<file path="src/logic/bnr_pkg.sv">
/*
 * Shared constants, types and reset values for the controller that drives
 * a bytewide nonvolatile RAM through its strobe, address and byte lane pins.
 * Assumes a single 40 MHz clock (25 ns period) and a synchronous reset.
 */
package bnr_pkg;

    // Widths of the external memory port and of the internal counters.
    localparam int ADDR_W = 15; // Byte address, one of 32,768 locations.
    localparam int DATA_W = 8; // Byte lane width.
    localparam int TMR_W = 7; // Width of the phase timer.
    localparam int CNT_W = 8; // Width of the strobe length counters.

    // Clock period and device timing in nanoseconds, and the lane synchroniser depth.
    localparam int CLK_NS = 25; // Clock period of ref_clk.
    localparam int ACC_NS = 70; // Access time, also least strobe low time.
    localparam int CA_MAX_NS = 2000; // Longest strobe low time.
    localparam int PRE_NS = 70; // Least precharge (strobe high) time.
    localparam int CYC_NS = 140; // Least full cycle time.
    localparam int DS_NS = 40; // Write data setup before the strobe rises.
    localparam int SYNC_STAGES = 2; // Flops on the returning byte lane.

    // Cycle counts: least times round up, longest times round down.
    localparam int ACC_CYC = (ACC_NS + CLK_NS - 1) / CLK_NS;
    localparam int CA_MAX_CYC = CA_MAX_NS / CLK_NS;
    localparam int PRE_CYC = (PRE_NS + CLK_NS - 1) / CLK_NS;
    localparam int CYC_CYC = (CYC_NS + CLK_NS - 1) / CLK_NS;
    localparam int DS_CYC = (DS_NS + CLK_NS - 1) / CLK_NS;

    // Strobe low lengths; a read also waits for the byte lane synchroniser.
    localparam int WR_LOW_CYC = (ACC_CYC >= DS_CYC) ? ACC_CYC : DS_CYC;
    localparam int RD_LOW_CYC = ACC_CYC + 1 + SYNC_STAGES;

    // Timer load values; the timer ends one cycle after it counts to zero.
    localparam logic [TMR_W-1:0] WR_LOW_LD = TMR_W'(WR_LOW_CYC - 1);
    localparam logic [TMR_W-1:0] RD_LOW_LD = TMR_W'(RD_LOW_CYC - 1);
    localparam logic [TMR_W-1:0] PRE_LD = TMR_W'(PRE_CYC - 1);

    // Saturation value of the strobe high length counter.
    localparam logic [CNT_W-1:0] CNT_SAT = 8'hFF;

    // Controller states.
    typedef enum logic [1:0] {
        BNR_IDLE = 2'b00,
        BNR_SETUP = 2'b01,
        BNR_ACTIVE = 2'b10,
        BNR_PRE = 2'b11
    } bnr_state_e;

    // One request from the user side.
    typedef struct packed {
        logic write; // High for a store, low for a read.
        logic [ADDR_W-1:0] addr; // Byte address.
        logic [DATA_W-1:0] wdata; // Byte to store.
    } bnr_req_s;

    // Strobe and address pins toward the memory, all active low strobes.
    typedef struct packed {
        logic cycle_strobe_n; // Starts each cycle on its falling edge.
        logic drive_enable_n; // Lets the memory drive the byte lane.
        logic store_strobe_n; // Marks the cycle as a store.
        logic [ADDR_W-1:0] byte_select_lines; // Byte address.
    } bnr_pins_s;

    // Pins while no cycle runs: every strobe high.
    localparam bnr_pins_s PINS_IDLE = '{
        cycle_strobe_n: 1'h1,
        drive_enable_n: 1'h1,
        store_strobe_n: 1'h1,
        byte_select_lines: 15'h0000
    };

    // Whole state of the controller.
    typedef struct packed {
        bnr_state_e st; // Sequencer state.
        bnr_pins_s pins; // Registered memory strobes and address.
        logic [DATA_W-1:0] lane_o; // Byte driven onto the lane.
        logic lane_oe_n; // Low while the controller drives the lane.
        logic is_write; // Kind of the cycle in progress.
        logic req_ready; // Controller can take a request.
        logic rsp_valid; // One-cycle completion pulse.
        logic [DATA_W-1:0] rsp_rdata; // Byte returned by the last read.
        logic [DATA_W-1:0] lane_s1; // First byte lane synchroniser flop.
        logic [DATA_W-1:0] lane_s2; // Second byte lane synchroniser flop.
        logic sup_s1; // First supply-good synchroniser flop.
        logic sup_s2; // Second supply-good synchroniser flop.
    } bnr_ctrl_s;

    // Reset value of the controller state.
    localparam bnr_ctrl_s CTRL_RST = '{
        st: BNR_IDLE,
        pins: PINS_IDLE,
        lane_o: 8'h00,
        lane_oe_n: 1'h1,
        is_write: 1'h0,
        req_ready: 1'h0,
        rsp_valid: 1'h0,
        rsp_rdata: 8'h00,
        lane_s1: 8'h00,
        lane_s2: 8'h00,
        sup_s1: 1'h0,
        sup_s2: 1'h0
    };

    // State of the phase timer.
    typedef struct packed {
        logic [TMR_W-1:0] count; // Cycles left in the phase.
        logic done; // Phase has run out.
    } bnr_tmr_s;

    // Reset value of the phase timer: idle and finished.
    localparam bnr_tmr_s TMR_RST = '{count: 7'h00, done: 1'h1};

endpackage : bnr_pkg

</file>
<file path="src/logic/bnr_timer.sv">
/*
 * Phase timer of the memory controller: loads a count, runs it down once
 * per clock and flags when the phase is over.
 * Assumes its load comes from logic on the same clock.
 */
module bnr_timer (
    input wire logic ref_clk, // 40 MHz clock.
    input wire logic srst, // Synchronous reset, active high.
    input wire logic load, // Start a new phase this cycle.
    input wire logic [bnr_pkg::TMR_W-1:0] value, // Cycles to wait, minus one.
    output logic done // High once the phase has run out.
);
    import bnr_pkg::*;

    bnr_tmr_s q; // Registered timer state.
    bnr_tmr_s d; // Next timer state.

    // A load wins; otherwise count down and stop at zero.
    always_comb begin
        d = q;
        if (load) begin
            d.count = value;
        end else if (q.count != '0) begin
            d.count = TMR_W'(q.count - 1'h1);
        end
        d.done = (d.count == '0);
    end

    // Registers the timer state.
    always_ff @(posedge ref_clk) begin
        if (srst) begin
            q <= TMR_RST;
        end else begin
            q <= d;
        end
    end

    // The flag comes straight from its flop.
    assign done = q.done;

endmodule : bnr_timer

</file>
<file path="src/logic/bnr_ctrl.sv">
/*
 * Controller that runs read and store cycles on a bytewide nonvolatile RAM
 * through its cycle, drive and store strobes, address and byte lane.
 * Assumes the lane pin is resolved outside from byte_lane_oe_n and that the
 * returning lane and the supply flag come from outside the clock domain.
 */
// What this block does
// - Every access needs its own cycle strobe fall.
// - Write ends at first rise; data set up.
// - Keep cycle strobe high for least precharge.
// - Never exceed longest cycle strobe low time.
// - Never tie cycle strobe low; pulse each access.
// - Withhold accesses while supply is out of tolerance.
// - Strobe low 70 to 2,000 ns, high 70 ns.
module bnr_ctrl (
    input wire logic ref_clk, // 40 MHz clock.
    input wire logic srst, // Synchronous reset, active high.
    input wire logic supply_good, // Supply in tolerance, asynchronous level.
    input wire logic req_valid, // Request offered.
    input wire bnr_pkg::bnr_req_s req, // Request kind, address and byte.
    output logic req_ready, // Request taken when valid and ready.
    output logic rsp_valid, // One-cycle pulse when a cycle ends.
    output logic [bnr_pkg::DATA_W-1:0] rsp_rdata, // Byte from the last read.
    output bnr_pkg::bnr_pins_s pins, // Strobes and address to the memory.
    input wire logic [bnr_pkg::DATA_W-1:0] byte_lane_i, // Lane as seen.
    output logic [bnr_pkg::DATA_W-1:0] byte_lane_o, // Lane driven value.
    output logic byte_lane_oe_n // Low while the lane is driven.
);
    import bnr_pkg::*;

    bnr_ctrl_s q; // Registered controller state.
    bnr_ctrl_s d; // Next controller state.
    logic tmr_load; // Starts a strobe phase.
    logic [TMR_W-1:0] tmr_value; // Length of that phase, minus one.
    logic tmr_done; // Current phase has run out.

    // Times the low and high phases of the cycle strobe.
    bnr_timer u_timer (
        .ref_clk(ref_clk),
        .srst(srst),
        .load(tmr_load),
        .value(tmr_value),
        .done(tmr_done)
    );

    // Sequences one memory cycle per request.
    always_comb begin
        d = q;
        tmr_load = 1'h0;
        tmr_value = '0;
        d.rsp_valid = 1'h0;
        // Returning lane and supply flag each pass two flops first.
        d.lane_s1 = byte_lane_i;
        d.lane_s2 = q.lane_s1;
        d.sup_s1 = supply_good;
        d.sup_s2 = q.sup_s1;
        case (q.st)
            BNR_IDLE: begin
                if (q.req_ready && req_valid) begin
                    // Address, store strobe and data go out a cycle early.
                    d.is_write = req.write;
                    d.pins.byte_select_lines = req.addr;
                    // A store holds the strobe low before the cycle falls.
                    d.pins.store_strobe_n = ~req.write;
                    // A read lets the memory drive; a store never does.
                    d.pins.drive_enable_n = req.write;
                    d.lane_o = req.wdata;
                    d.lane_oe_n = ~req.write;
                    d.req_ready = 1'h0;
                    d.st = BNR_SETUP;
                end else begin
                    // Accesses wait while the supply is out of tolerance.
                    d.req_ready = q.sup_s2;
                end
            end
            BNR_SETUP: begin
                // A fresh falling edge starts every single access.
                d.pins.cycle_strobe_n = 1'h0;
                tmr_load = 1'h1;
                // The read low phase also covers the lane synchroniser.
                tmr_value = q.is_write ? WR_LOW_LD : RD_LOW_LD;
                d.st = BNR_ACTIVE;
            end
            BNR_ACTIVE: begin
                if (tmr_done) begin
                    // All strobes rise together; precharge starts here.
                    d.pins = PINS_IDLE;
                    d.pins.byte_select_lines = q.pins.byte_select_lines;
                    d.lane_oe_n = 1'h1;
                    d.rsp_valid = 1'h1;
                    if (!q.is_write) begin
                        d.rsp_rdata = q.lane_s2;
                    end
                    tmr_load = 1'h1;
                    tmr_value = PRE_LD;
                    d.st = BNR_PRE;
                end
            end
            BNR_PRE: begin
                if (tmr_done) begin
                    // Next access may follow at once, even after a store.
                    d.req_ready = q.sup_s2;
                    d.st = BNR_IDLE;
                end
            end
            default: begin
                d = CTRL_RST;
            end
        endcase
    end

    // Registers the whole controller state.
    always_ff @(posedge ref_clk) begin
        if (srst) begin
            q <= CTRL_RST;
        end else begin
            q <= d;
        end
    end

    // Every output comes straight from a flop of the state.
    assign req_ready = q.req_ready;
    assign rsp_valid = q.rsp_valid;
    assign rsp_rdata = q.rsp_rdata;
    assign pins = q.pins;
    assign byte_lane_o = q.lane_o;
    assign byte_lane_oe_n = q.lane_oe_n;

    logic [CNT_W-1:0] low_cnt_q; // Cycles the cycle strobe has been low.
    logic [CNT_W-1:0] high_cnt_q; // Cycles the cycle strobe has been high.

    // Measures strobe phases for the checks below.
    always_ff @(posedge ref_clk) begin
        if (srst) begin
            low_cnt_q <= '0;
            high_cnt_q <= CNT_SAT;
        end else if (!q.pins.cycle_strobe_n) begin
            low_cnt_q <= CNT_W'(low_cnt_q + 1'h1);
            high_cnt_q <= '0;
        end else begin
            low_cnt_q <= '0;
            if (high_cnt_q != CNT_SAT) begin
                high_cnt_q <= CNT_W'(high_cnt_q + 1'h1);
            end
        end
    end

    // Low phase reaches the access time before the strobe rises.
    a_low_min: assert property (
        @(posedge ref_clk) disable iff (srst)
        (q.pins.cycle_strobe_n && !$past(q.pins.cycle_strobe_n))
        |-> ($past(low_cnt_q) >= CNT_W'(ACC_CYC - 1)))
        else $error("Cycle strobe low shorter than access time.");

    // Low phase never exceeds the longest allowed time.
    a_low_max: assert property (
        @(posedge ref_clk) disable iff (srst)
        !q.pins.cycle_strobe_n |-> (low_cnt_q < CNT_W'(CA_MAX_CYC)))
        else $error("Cycle strobe low for too long.");

    // Precharge lasts its least time before the next fall.
    a_pre_min: assert property (
        @(posedge ref_clk) disable iff (srst)
        $fell(q.pins.cycle_strobe_n) |-> ($past(high_cnt_q) >= CNT_W'(PRE_CYC)))
        else $error("Precharge shorter than its least time.");

    // Whole cycle, low plus high, meets the least cycle time: the low
    // phase is at least three cycles, so four high cycles after each rise
    // bring the cycle to at least the six-cycle least cycle time.
    a_cycle_min: assert property (
        @(posedge ref_clk) disable iff (srst)
        (q.pins.cycle_strobe_n && !$past(q.pins.cycle_strobe_n))
        |-> q.pins.cycle_strobe_n [*4])
        else $error("Memory cycle shorter than least cycle time.");

    // Address stays put while the cycle strobe is low.
    a_addr_stable: assert property (
        @(posedge ref_clk) disable iff (srst)
        (!q.pins.cycle_strobe_n && !$past(q.pins.cycle_strobe_n))
        |-> $stable(q.pins.byte_select_lines))
        else $error("Address moved during a memory cycle.");

    // Store data is driven and steady while the store strobe is low.
    a_wdata_hold: assert property (
        @(posedge ref_clk) disable iff (srst)
        (!q.pins.store_strobe_n && !$past(q.pins.store_strobe_n))
        |-> (!q.lane_oe_n && $stable(q.lane_o)))
        else $error("Store data not held while storing.");

    // Controller and memory never drive the lane together.
    a_no_contend: assert property (
        @(posedge ref_clk) disable iff (srst)
        !q.lane_oe_n |-> q.pins.drive_enable_n)
        else $error("Lane driven from both ends.");

    // Store strobe is already low when the cycle strobe falls.
    a_store_first: assert property (
        @(posedge ref_clk) disable iff (srst)
        ($fell(q.pins.cycle_strobe_n) && q.is_write)
        |-> !$past(q.pins.store_strobe_n))
        else $error("Store strobe fell after the cycle strobe.");

    // Each completion pulse comes in the same cycle as its own strobe rise.
    a_one_access: assert property (
        @(posedge ref_clk) disable iff (srst)
        q.rsp_valid |-> (q.pins.cycle_strobe_n && !$past(q.pins.cycle_strobe_n)))
        else $error("Completion without its own memory cycle.");

    // No request is taken while the supply is reported bad.
    a_supply_hold: assert property (
        @(posedge ref_clk) disable iff (srst)
        q.req_ready |-> $past(q.sup_s2))
        else $error("Request accepted with supply out of tolerance.");

endmodule : bnr_ctrl

</file>
<file path="config.mk">
export PLATFORM = sky130hd
export DESIGN_NAME = bnr_ctrl
export DESIGN_NICKNAME = d
export VERILOG_FILES = /design/src/logic/bnr_pkg.sv /design/src/logic/bnr_timer.sv /design/src/logic/bnr_ctrl.sv
export SDC_FILE = /design/constraint.sdc
export NUM_CORES = 1
export LEC_CHECK = 0
export BUFFER_PORTS_ARGS = -buffer_cell sky130_fd_sc_hd__buf_2
export CORE_ASPECT_RATIO = 0.5
export CORE_UTILIZATION = 30
export DETAILED_ROUTE_END_ITERATION = 10
export HOLD_SLACK_MARGIN = 0.02
export SYNTH_ARGS = -nofsm -noshare
export SYNTH_HDL_FRONTEND = slang
export SYNTH_SLANG_ARGS = --single-unit
</file>
<file path="constraint.sdc">
create_clock -name ref_clk -period 2.29 [get_ports ref_clk]
set_input_delay 0.687 -clock ref_clk [delete_from_list [all_inputs] [get_ports ref_clk]]
set_output_delay 0.687 -clock ref_clk [all_outputs]
set_load 0.005 [all_outputs]
</file>
==> results.py <==
metrics = {
    "power_and_ir_drop": {
        "finalPower_mw": 3.66,
        "power_frac_clock": 0.383,
        "p_comb_frac": 0.239,
        "seqPwrFrac": 0.377,
        "switchingPower_mw": 1.05,
        "p_sw_frac": 0.286,
        "p_int_mw": 2.61,
        "leakagePower_nw": 1.43,
        "ir_drop_mv": 0.419,
        "powerDensity_nw_per_um2": 1090,
    },
    "place": {
        "gp_congestion": 0.775,
        "dp_hpwl_um": 3760,
        "io_buffers": 72,
        "placedCellCount": 467,
    },
    "worst_hold_path": {
        "hold_path_depth": 1,
        "hold_end": "q[3]",
        "hold_path_class": "flip-flop to flip-flop",
        "worstHoldStart": "d[3]",
    },
    "finish": {
        "final_cells": 483,
        "multi_input_area_um2": 1160,
        "seq_area_um2": 1300,
        "area_delta_synth_final_pct": 19.0,
        "drive_gt1_frac": 0.265,
        "nNetsFinal": 404,
        "n_fill_cell": 940,
        "final_util": 0.376,
        "antenna_cells": 0,
    },
    "detailed_routing": {
        "wl_per_cell_um": 11.4,
        "dr.pass1.iters": 9,
        "vias_per_cell": 4.34,
        "drt-total-wl_um": 5490,
        "vias": 2097,
        "drc": 3,
        "drtIter0Drc": 94,
        "ant_nets": 0,
    },
    "worst_setup_path": {
        "reg2reg_to": "u_timer.done",
        "required_ns": 2.50,
        "r2r_start": "u_timer.q[1]",
        "r2r_cells": 6,
        "end_kind": "flip-flop",
        "reg2reg_slack_ns": 0.48,
        "slowest_stage": "dfxtp_1",
        "path_class": "flip-flop to flip-flop",
        "crit_start": "u_timer.q[1]",
        "crit_fanout": 9,
        "crit_arrival_ns": 2.02,
        "crit_chain": "inv_1, ha_1, nor3b_1, mux2_2, o2111a_1, o32a_1",
        "critPathLaunchType": "flip-flop",
        "critPathMaxStageDelay_ns": 0.38,
    },
    "timing": {
        "drv_slew": 0,
        "hold_viol_final": 0,
        "tns_ns": 0,
        "worstMarginPinSlew_ns": 0.495,
        "setup_viol": 0,
        "slew_headroom": 0.669,
        "clock.fmax_ghz": 0.552,
        "min_period_over_period": 0.791,
        "clock_skew_ns": 0.00447,
        "rsz0062_at_grt": "false",
        "period_minus_slack_ns": 1.81,
    },
    "synthesis": {
        "syn_area_per_cell_um2": 8.66,
        "synthFlopType": "dfxtp_1",
        "syn_area_um2": 2810,
        "ys_seq_elements": 65,
        "synth_commonest_cells": "dfxtp_1, nand2_1, a21oi_1",
        "synth_top_area_share": 0.464,
        "synth_warnings": 0,
        "yosysSeqAreaShare": 0.464,
        "synth-edff-count": 0,
        "netlist.top_cell.by_area": "dfxtp_1",
        "syn-num-nets": 367,
        "async_flop_share": 0,
        "synthTopCellsByArea": "dfxtp_1, buf_4, a21oi_1",
        "syn_inst": 324,
        "yosysMostFrequentCell": "dfxtp_1",
        "yosysUniqueCellTypes": 39,
    },
    "global_route": {
        "grt_usage": 0.121,
        "grt_max_degree": 31,
        "grt_pass1_wl_um": 9090,
        "grt_antenna_before_repair": 1,
        "grt_pass1_vias": 1854,
        "gr-total-overflow": 0,
    },
    "clock_tree": {
        "cts_setup_buffers": 0,
        "clk_pin_slew_worst_paths_ns": 0.05,
        "cts_tree": "built",
        "cts_sinks": 65,
        "cts_resized": 0,
        "numCtsBuffers": 9,
        "h-tree-depth": 3,
        "hold_buffers": 0,
        "clock_path_buffers": 2,
        "cts-root-buf": "clkbuf_16",
        "insertion_delay_ns": 0.32,
    },
    "run_status": {
        "violations": "DRC",
        "status": "complete, but fails checks",
    },
    "die": {
        "die_y_um": 70.4,
        "ios": 73,
        "die-area_um2": 9770,
        "core_area_um2": 8890,
        "initial_core_util": 0.316,
        "row_count": 24,
        "die_x_um": 139,
    },
    "run": {
        "max-cap-violations": 0,
    },
}
## sequential cells by signal, indices dropped and copies added (netlist names)
| register | count |
|---|---|
| byte_lane_oe_n | 1 |
| pins | 17 |
| rsp_valid | 1 |
| q | 12 |
| u_timer.q | 7 |
| rsp_rdata | 8 |
| d | 9 |
| req_ready | 1 |
| u_timer.done | 1 |
| byte_lane_o | 8 |
## kinds of logic after synthesis
family	count (synthesis)	share of synthesized area
and+or+nand+nor	134	0.248
DFF	65	0.464
buffers and inverters	57	0.122
AOI/OAI and AO/OA	55	0.115
adders and majority gates	7	0.0312
xor gates and xnor gates	4	0.0125
muxes	2	0.00758
## power groups by stage
stage                     combinational, mW  clock [mW]  sequential, mW
after floorplan                       0.741           0            1.35
after global placement                0.886           0            1.40
after detailed placement              0.874           0            1.40
after CTS                             0.883        1.45            1.38
after global routing                   1.01        1.50            1.40
final                                 0.876        1.40            1.38
## area by class of cell
| cell class | instances | share of cell area |
|---|---|---|
| timing repair buffer | 77 | 0.119 |
| inverter | 6 | 0.00674 |
| tap | 117 | 0.0438 |
| clock inverter | 2 | 0.0105 |
| multi-input combinational | 202 | 0.348 |
| clock buffer | 14 | 0.0820 |
| sequential | 65 | 0.390 |
## worst max-delay path, delay by kind of cell, from the launching register on
family / cells / cell delay (ns)
simple gates: 1 / 0.09
flops: 1 / 0.38
compound gates: 2 / 0.54
mux: 1 / 0.27
buf+inv: 1 / 0.11
fa+ha+maj: 1 / 0.32
## worst max-delay path by stage
stage | end | depth (start not counted) | slack, ns
floorplan | u_timer.done | 8 | 0.45
global placement | u_timer.done | 4 | 0.51
detailed placement | u_timer.done | 6 | 0.50
CTS | u_timer.done | 6 | 0.47
global route | u_timer.done | 6 | 0.33
finish | u_timer.done | 6 | 0.48
## cell usage in the layout, fill, tap and decap left out, types with 2 or more instances in the layout
cell type	instances
clkbuf_8	3
nor2b_1	19
xnor2_1	2
o21ai_0	6
ha_1	7
clkbuf_16	9
o32a_1	2
and2_1	2
nand2b_1	8
dfxtp_1	65
nand2_1	38
clkbuf_1	2
xor2_1	2
nand3_1	4
nor2_1	31
buf_2	72
buf_4	5
a211oi_1	3
nor3_1	4
o21ba_2	2
inv_1	6
nor3b_1	17
nand3b_1	3
a21oi_1	35
## stage by stage
step,area (um2),worst slack (ns),hold slack (ns)
final,3340,0.480,0.432
after global routing,3340,0.333,0.456
after CTS,3340,0.474,0.434
after detailed placement,3030,0.495,0.424
after global placement,3030,0.507,0.417
after floorplan,2810,0.455,0.414
## routing by layer
layer  vias to the layer above  global-route usage  share of wire
li1                       1116                   -              -
met1                       927               0.147           0.51
met2                        42               0.187           0.43
met3                        10              0.0528          0.050
met4                         2              0.0519          0.014
met5                         -                   0         0.0031
(Power assumes the default switching activity.)
